`config.mk`:
```
export PLATFORM = sky130hd
export DESIGN_NAME = gcm_ctrl
export DESIGN_NICKNAME = d
export VERILOG_FILES = /design/src/include/gcm_pkg.sv /design/src/gcm_ctrl.sv
export VERILOG_INCLUDE_DIRS = /design/src /design/src/include
export SDC_FILE = /design/constraint.sdc
export NUM_CORES = 1
export LEC_CHECK = 0
export BUFFER_PORTS_ARGS = -buffer_cell sky130_fd_sc_hd__buf_2
export CAP_MARGIN = 0
export CORE_ASPECT_RATIO = 0.9
export CORE_UTILIZATION = 59
export DETAILED_ROUTE_END_ITERATION = 12
export PLACE_DENSITY = 0.85
export SYNTH_ARGS = -nofsm -noshare
export SYNTH_HDL_FRONTEND = slang
export SYNTH_SLANG_ARGS = --single-unit
```
`constraint.sdc`:
```
create_clock -name sys_clk -period 3.19 [get_ports sys_clk]
set_clock_uncertainty 0.05 [all_clocks]
set_input_delay 0.957 -clock sys_clk [delete_from_list [all_inputs] [get_ports sys_clk]]
set_output_delay 0.957 -clock sys_clk [all_outputs]
set_load 0.05 [all_outputs]
```
`src/include/gcm_defs.svh`:
```
// Register map, field positions, reset values and codes for the control bank
`ifndef GCM_DEFS_SVH
`define GCM_DEFS_SVH

// Register addresses on the serial configuration port
`define GCM_ADDR_GENERAL_PORT_CONTROL      7'h00
`define GCM_ADDR_INTERFACE_CLOCKING_SELECT 7'h01

// General port control fields
`define GCM_BIT_SHARED_DATA_PIN 7
`define GCM_BIT_LSB_FIRST       6
`define GCM_BIT_SOFT_RESET      5

// Interface clocking select field
`define GCM_CLKSEL_MSB 7
`define GCM_CLKSEL_LSB 5

// Reset values
`define GCM_RST_GENERAL_PORT_CONTROL      8'h00
`define GCM_RST_INTERFACE_CLOCKING_SELECT 8'h00

// Clock select codes
`define GCM_CODE_STANDARD  3'h0
`define GCM_CODE_ALT_FULL  3'h1
`define GCM_CODE_ALT_PAR   3'h3
`define GCM_CODE_ALT_ILV   3'h5
`define GCM_CODE_CLONE     3'h7

// Serial frame layout: one instruction byte then one data byte
`define GCM_FRAME_BITS   5'h10
`define GCM_INSTR_BITS   5'h08
`define GCM_READ_FLAG    7

`endif

```
`src/include/gcm_pkg.sv`:
```
// Types for the general and clock mode control bank
package gcm_pkg;

  // Decoded interface clocking variant
  typedef enum logic [2:0] {
    GCM_CLK_STANDARD  = 3'b000,
    GCM_CLK_ALT_FULL  = 3'b001,
    GCM_CLK_ALT_PAR   = 3'b011,
    GCM_CLK_ALT_ILV   = 3'b101,
    GCM_CLK_CLONE     = 3'b111
  } gcm_clk_mode_t;

endpackage : gcm_pkg

```
`src/gcm_ctrl.sv`:
```
// General port control and interface clocking select behind the serial port
//
// How it works
// RULE1: Reg 0 bit 7 low: separate data pins; high: data-in pin is two-way.
// RULE2: Reg 0 bit 6 low shifts MSB first, high LSB first, on both sides.
// RULE3: A one written to reg 0 bit 5 restores defaults and relocks the PLL.
// RULE4: The soft reset bit is one-shot: never stored, it always reads zero.
// RULE5: Reg 1 bits 7:5 reset to 000, standard clocking (modes 1, 4 and 7).
// RULE6: Select code 001 gives alternative full-duplex timing (mode 2).
// RULE7: Code 011 selects alternative half-duplex parallel timing (mode 5).
// RULE8: Code 101 selects alternative half-duplex interleaved timing (mode 8).
// RULE9: Code 111 selects clone mode clocking (mode 10).
// RULE10: Host avoids codes 010, 100 and 110; they decode as standard.
`timescale 1ns/1ps
`default_nettype none
`include "gcm_defs.svh"

module gcm_ctrl
  import gcm_pkg::*;
(
  input  wire logic          sys_clk,
  input  wire logic          rst_n,
  input  wire logic          spi_sclk,
  input  wire logic          spi_cs_n,
  input  wire logic          sdio_in,
  output var  logic          sdio_out,
  output var  logic          sdio_oe,
  output var  logic          serial_data_out_pin,
  output var  logic          serial_data_out_oe,
  output var  logic          shared_data_pin_select,
  output var  logic          lsb_first,
  output var  logic          config_reset_pulse,
  output var  logic          pll_relock_pulse,
  output var  logic [2:0]    clk_select_code,
  output var  gcm_clk_mode_t iface_clk_mode
);

  logic [2:0]    sclk_sync_reg;
  logic [2:0]    cs_sync_reg;
  logic [1:0]    din_sync_reg;
  logic          sclk_rise;
  logic          sclk_fall;
  logic          cs_active;
  logic [4:0]    bit_cnt_reg;
  logic [7:0]    shift_reg;
  logic [7:0]    shift_next;
  logic [7:0]    instr_reg;
  logic [7:0]    tx_reg;
  logic          out_bit_reg;
  logic          read_phase_reg;
  logic [7:0]    general_reg;
  logic [7:0]    clksel_reg;
  logic [7:0]    read_data;
  logic          wr_done;
  logic [6:0]    wr_addr;
  gcm_clk_mode_t mode_next;

  // Two-stage synchronisers; the third stage of sclk is for edges, the third stage of cs is unused
  always_ff @(posedge sys_clk or negedge rst_n) begin
    if (!rst_n) begin
      sclk_sync_reg <= 3'h0;
      cs_sync_reg   <= 3'h7;
      din_sync_reg  <= 2'h0;
    end else begin
      sclk_sync_reg <= {sclk_sync_reg[1:0], spi_sclk};
      cs_sync_reg   <= {cs_sync_reg[1:0], spi_cs_n};
      din_sync_reg  <= {din_sync_reg[0], sdio_in};
    end
  end

  // Edges are taken only from settled stages, never from the first flop
  assign cs_active = ~cs_sync_reg[1];
  assign sclk_rise = cs_active & sclk_sync_reg[1] & ~sclk_sync_reg[2];
  assign sclk_fall = cs_active & ~sclk_sync_reg[1] & sclk_sync_reg[2];

  // Incoming bit enters at the end that matches the chosen bit order
  always_comb begin
    if (lsb_first) begin
      shift_next = {din_sync_reg[1], shift_reg[7:1]}; // see RULE2
    end else begin
      shift_next = {shift_reg[6:0], din_sync_reg[1]}; // see RULE2
    end
  end

  // Bit counter and receive shifter; a dropped select aborts the frame
  always_ff @(posedge sys_clk or negedge rst_n) begin
    if (!rst_n) begin
      bit_cnt_reg <= 5'h00;
      shift_reg   <= 8'h00;
      instr_reg   <= 8'h00;
    end else if (!cs_active) begin
      bit_cnt_reg <= 5'h00;
    end else if (sclk_rise && bit_cnt_reg != `GCM_FRAME_BITS) begin
      bit_cnt_reg <= bit_cnt_reg + 5'h01;
      shift_reg   <= shift_next;
      if (bit_cnt_reg == `GCM_INSTR_BITS - 5'h01) begin
        instr_reg <= shift_next;
      end
    end
  end

  // A write completes on the last rising edge of a frame with read flag low
  assign wr_done = sclk_rise & ~instr_reg[`GCM_READ_FLAG]
                 & (bit_cnt_reg == `GCM_FRAME_BITS - 5'h01);
  assign wr_addr = instr_reg[6:0];

  // Read-back mux; the soft reset position always reads zero
  always_comb begin
    read_data = 8'h00;
    if (instr_reg[6:0] == `GCM_ADDR_GENERAL_PORT_CONTROL) begin
      read_data = general_reg;
    end else if (instr_reg[6:0] == `GCM_ADDR_INTERFACE_CLOCKING_SELECT) begin
      read_data = clksel_reg;
    end
  end

  // Register writes; soft reset overrides everything else in the same write
  always_ff @(posedge sys_clk or negedge rst_n) begin
    if (!rst_n) begin
      general_reg <= `GCM_RST_GENERAL_PORT_CONTROL;
      clksel_reg  <= `GCM_RST_INTERFACE_CLOCKING_SELECT;
    end else if (wr_done && wr_addr == `GCM_ADDR_GENERAL_PORT_CONTROL) begin
      if (shift_next[`GCM_BIT_SOFT_RESET]) begin
        general_reg <= `GCM_RST_GENERAL_PORT_CONTROL; // see RULE3
        clksel_reg  <= `GCM_RST_INTERFACE_CLOCKING_SELECT; // see RULE3
      end else begin
        // Bit 5 is not kept, so it never reads back set
        general_reg <= {shift_next[7:6], 6'h00}; // see RULE1 see RULE4
      end
    end else if (wr_done
                 && wr_addr == `GCM_ADDR_INTERFACE_CLOCKING_SELECT) begin
      clksel_reg <= shift_next; // see RULE5
    end
  end

  // One-cycle pulses: other banks reset and the PLL reacquires lock
  always_ff @(posedge sys_clk or negedge rst_n) begin
    if (!rst_n) begin
      config_reset_pulse <= 1'b0;
      pll_relock_pulse   <= 1'b0;
    end else begin
      config_reset_pulse <= wr_done
        & (wr_addr == `GCM_ADDR_GENERAL_PORT_CONTROL)
        & shift_next[`GCM_BIT_SOFT_RESET]; // see RULE3
      pll_relock_pulse   <= wr_done
        & (wr_addr == `GCM_ADDR_GENERAL_PORT_CONTROL)
        & shift_next[`GCM_BIT_SOFT_RESET]; // see RULE3
    end
  end

  // Transmit side: load after the instruction, present bits on falling edges
  always_ff @(posedge sys_clk or negedge rst_n) begin
    if (!rst_n) begin
      tx_reg         <= 8'h00;
      out_bit_reg    <= 1'b0;
      read_phase_reg <= 1'b0;
    end else if (!cs_active) begin
      read_phase_reg <= 1'b0;
    end else if (sclk_rise && bit_cnt_reg == `GCM_INSTR_BITS - 5'h01) begin
      read_phase_reg <= shift_next[`GCM_READ_FLAG];
      tx_reg         <= 8'h00;
    end else if (sclk_rise && bit_cnt_reg == `GCM_INSTR_BITS) begin
      tx_reg <= tx_reg;
    end else if (sclk_fall && bit_cnt_reg == `GCM_INSTR_BITS
                 && read_phase_reg && tx_reg == 8'h00) begin
      // First data bit: take the register now so a late write is seen
      if (lsb_first) begin
        out_bit_reg <= read_data[0]; // see RULE2
        tx_reg      <= {1'b0, read_data[7:1]};
      end else begin
        out_bit_reg <= read_data[7]; // see RULE2
        tx_reg      <= {read_data[6:0], 1'b0};
      end
    end else if (sclk_fall && bit_cnt_reg > `GCM_INSTR_BITS
                 && bit_cnt_reg < `GCM_FRAME_BITS) begin
      if (lsb_first) begin
        out_bit_reg <= tx_reg[0]; // see RULE2
        tx_reg      <= {1'b0, tx_reg[7:1]};
      end else begin
        out_bit_reg <= tx_reg[7]; // see RULE2
        tx_reg      <= {tx_reg[6:0], 1'b0};
      end
    end
  end

  // Pin steering: read data goes to the shared pin or the dedicated one
  always_ff @(posedge sys_clk or negedge rst_n) begin
    if (!rst_n) begin
      sdio_out            <= 1'b0;
      sdio_oe             <= 1'b0;
      serial_data_out_pin <= 1'b0;
      serial_data_out_oe  <= 1'b0;
    end else begin
      sdio_out            <= out_bit_reg;
      serial_data_out_pin <= out_bit_reg;
      sdio_oe             <= read_phase_reg & cs_active
                           & shared_data_pin_select; // see RULE1
      serial_data_out_oe  <= read_phase_reg & cs_active
                           & ~shared_data_pin_select; // see RULE1
    end
  end

  // Clocking decode; unused codes fall back to standard clocking
  always_comb begin
    unique case (clksel_reg[`GCM_CLKSEL_MSB:`GCM_CLKSEL_LSB])
      `GCM_CODE_ALT_FULL: mode_next = GCM_CLK_ALT_FULL; // see RULE6
      `GCM_CODE_ALT_PAR:  mode_next = GCM_CLK_ALT_PAR;  // see RULE7
      `GCM_CODE_ALT_ILV:  mode_next = GCM_CLK_ALT_ILV;  // see RULE8
      `GCM_CODE_CLONE:    mode_next = GCM_CLK_CLONE;    // see RULE9
      default:            mode_next = GCM_CLK_STANDARD; // see RULE5 see RULE10
    endcase
  end

  // Configuration outputs, registered one cycle after the bank
  always_ff @(posedge sys_clk or negedge rst_n) begin
    if (!rst_n) begin
      shared_data_pin_select <= 1'b0;
      lsb_first              <= 1'b0;
      clk_select_code        <= 3'h0;
      iface_clk_mode         <= GCM_CLK_STANDARD;
    end else begin
      shared_data_pin_select <= general_reg[`GCM_BIT_SHARED_DATA_PIN];
      lsb_first              <= general_reg[`GCM_BIT_LSB_FIRST];
      clk_select_code <= clksel_reg[`GCM_CLKSEL_MSB:`GCM_CLKSEL_LSB];
      iface_clk_mode         <= mode_next;
    end
  end

endmodule : gcm_ctrl
`default_nettype wire

```
==> flow_summary.ini <==
[timing]
whs_ps = 304
tns_ps = 0
tightest_slew_ps = 780
slew_headroom_pct = 47.6
finalHoldViolations = 0
max_freq_mhz = 401
period_needed_ps = 2500
slew_viol_final = 0
grt_setup_unrepaired = false
setup_violations = 0
period_share_pct = 78.2

[floorplanning]
die_y_um = 66.4
core-area_um2 = 4430
start_util_pct = 61.3
row_count = 23
die_w_um = 73.6
ios = 19
die-area_um2 = 4880

[global_routing]
globalRoute.totalOverflow = 0
grt_usage_pct = 27.4
first_global_vias = 1941
grt_first_pass_wirelength_um = 9540
grt_max_degree = 25
grt_antenna_before_repair = 0

[synthesis]
synth-seq-cells = 60
synthTopCellsByArea = dfrtp_1 53%, mux2i_1 5.9%, o31ai_1 3.3%, nor2_1 2.3%, mux2_2 2.1%
synth_common_cells = 58 x dfrtp_1, 17 x nor2_1, 16 x mux2i_1
synth_edf_count = 0
yosysTopAreaCellShare_pct = 53.4
syn_avg_cell_area_um2 = 11.2
synthCells = 243
synth-async-reset-ratio_pct = 100
synth_top_area_cell = dfrtp_1
synthFlopType = dfrtp_1
synth.distinct_cells = 48
ys_seq_area_share_pct = 55.3
syn_nets = 251
ys_warn_count = 0
synth.most_common_cell = dfrtp_1
mappedNetlistArea_um2 = 2720

[setup_path]
critPathSlowestCell = or4_4
path_cells = inv_1, ha_1, or4b_4, or4_4, and2_1, mux2_1
cp_max_fo = 11
worstSetupStartpointType = flip-flop
worstPathRequired_ps = 3360
path_buf_inv = 1
slowest_delay_ps = 570
crit_family = simple AND/OR/NAND/NOR gates
path_class = flip-flop to flip-flop
cp-end-kind = flip-flop
cp.arrival_ps = 2660

[cts]
clkSinkCount = 60
cts_setup_buffers = 0
cts_made_buffers = 9
clockBufferDepth = 2
cts_root_buf = clkbuf_8
path_clk_slew_ps = 70
postCtsHoldBufs = 0
cts_htree_levels = 3
postCtsResizedCells = 0
clk-insertion-delay-late_ps = 340
cts_tree = yes

[routing]
drt-wirelength-per-cell_um = 17.8
drt_wl_total_um = 5780
ant_nets = 0
drt_first_pass_iters = 4
drc = 0
drt-initial-drc-count = 112
num_vias = 1984
viasPerCell = 6.12

[pwr]
seqPwrFrac_pct = 53.2
p_comb_share_pct = 6.7
switching_share_pct = 25.4
peakVddDrop_mv = 0.481
p_per_area_nw_per_um2 = 511
internal_power_w = 0.00115
p_leak_nw = 1.31
power_frac_clock_pct = 40.1
switching_power_w = 0.000391

[min_path]
hold_class = flip-flop to flip-flop

[cells_and_area]
n_antenna_cell = 0
areaGrowthSynthToFinish_pct = 10.8
nFillCells = 318
finalNonFillerCells = 324
fin_util_pct = 68.0
nets = 265
drive_gt1_share_pct = 20.2

[placement]
io_buffers = 18
hpwl_um = 3960
gpl.final_weighted_congestion = 0.878
place_inst = 308

[job]
drv_cap = 0

[outcome]
outcome = finished, final reports clean
metal layers:
layer	routed length (um)	global-route usage [%]	up-vias
met3	376	11.3	12
met5	0	0	-
li1	-	-	930
met2	2750	41.5	67
met1	2560	35.2	975
met4	91	9.86	0
layout by cell type, fill, tap and decap left out, types with 2 or more instances in the layout:
master	instances
a211oi_1	7
a21oi_1	9
a311oi_1	2
and2_1	3
buf_2	18
buf_4	5
clkbuf_8	11
clkinv_2	2
clkinvlp_4	2
dfrtp_1	58
dfstp_2	2
ha_1	3
inv_1	9
mux2_2	5
mux2i_1	16
nand2_1	12
nand2b_1	3
nand3_1	2
nand4_1	8
nand4b_1	4
nor2_1	17
nor3_1	3
nor4_1	5
o21ai_0	11
o2bb2ai_1	5
o31a_1	2
o31ai_1	12
o41ai_1	2
or2_2	2
or4_1	2
or4_4	2
power groups by stage:
stage | combinational [W] | clock, W | sequential, W
6_report | 0.000104 | 0.000617 | 0.000820
5_1_grt | 0.000118 | 0.000662 | 0.000823
4_1_cts | 0.000105 | 0.000629 | 0.000819
3_5_place_dp | 0.000104 | 0 | 0.000833
3_3_place_gp | 0.000100 | 0 | 0.000830
2_1_floorplan | 0.0000679 | 0 | 0.000823
worst register-to-register path, delay by kind of cell, from the launching register on:
family | cells | cell delay [ps]
flops | 1 | 420
fa+ha+maj | 1 | 150
buf+inv | 1 | 70
simple gates | 3 | 1340
mux | 1 | 340
final timing paths:
path	from	endpoint	slack [ps]	cells past startpoint
max in group asynchronous	rst_n	cs_sync_reg[1]	1880	2
worst max-delay path	bit_cnt_reg[0]	out_bit_reg	690	6
min in group asynchronous	rst_n	iface_clk_mode[0]	490	1
worst min register to register	sclk_sync_reg[0]	sclk_sync_reg[1]	300	0
worst max register to register	bit_cnt_reg[0]	out_bit_reg	690	6
worst min-delay path	sclk_sync_reg[0]	sclk_sync_reg[1]	300	0
logic make-up after synthesis:
group / share of synthesized area (%)
AND/OR/NAND/NOR: 15.5
multiplexers: 8.38
adder cells (fa/ha/maj): 1.38
XOR/XNOR: 0.644
buffers and inverters: 4.65
AO/OA/AOI/OAI: 14.2
flip-flops: 55.3
layout make-up:
class | instances | area [um^2] | area share [%]
flip-flops and latches | 60 | 1500 | 49.9
multi-input cells | 154 | 1090 | 36.1
clock buffers | 12 | 155 | 5.15
repair buffers | 23 | 128 | 4.24
well taps | 62 | 77.6 | 2.58
inverters | 9 | 33.8 | 1.12
clock inverters | 4 | 25.0 | 0.831
stage by stage:
stage | total power, W | setup WS, ps | area [um^2]
after floorplan | 0.000891 | 868 | 2720
after global placement | 0.000930 | 782 | 2830
after detailed placement | 0.000938 | 722 | 2830
after CTS | 0.00155 | 703 | 3010
after global routing | 0.00160 | 603 | 3010
final | 0.00154 | 695 | 3010
No activity file was read; power rests on OpenSTA's default activity.
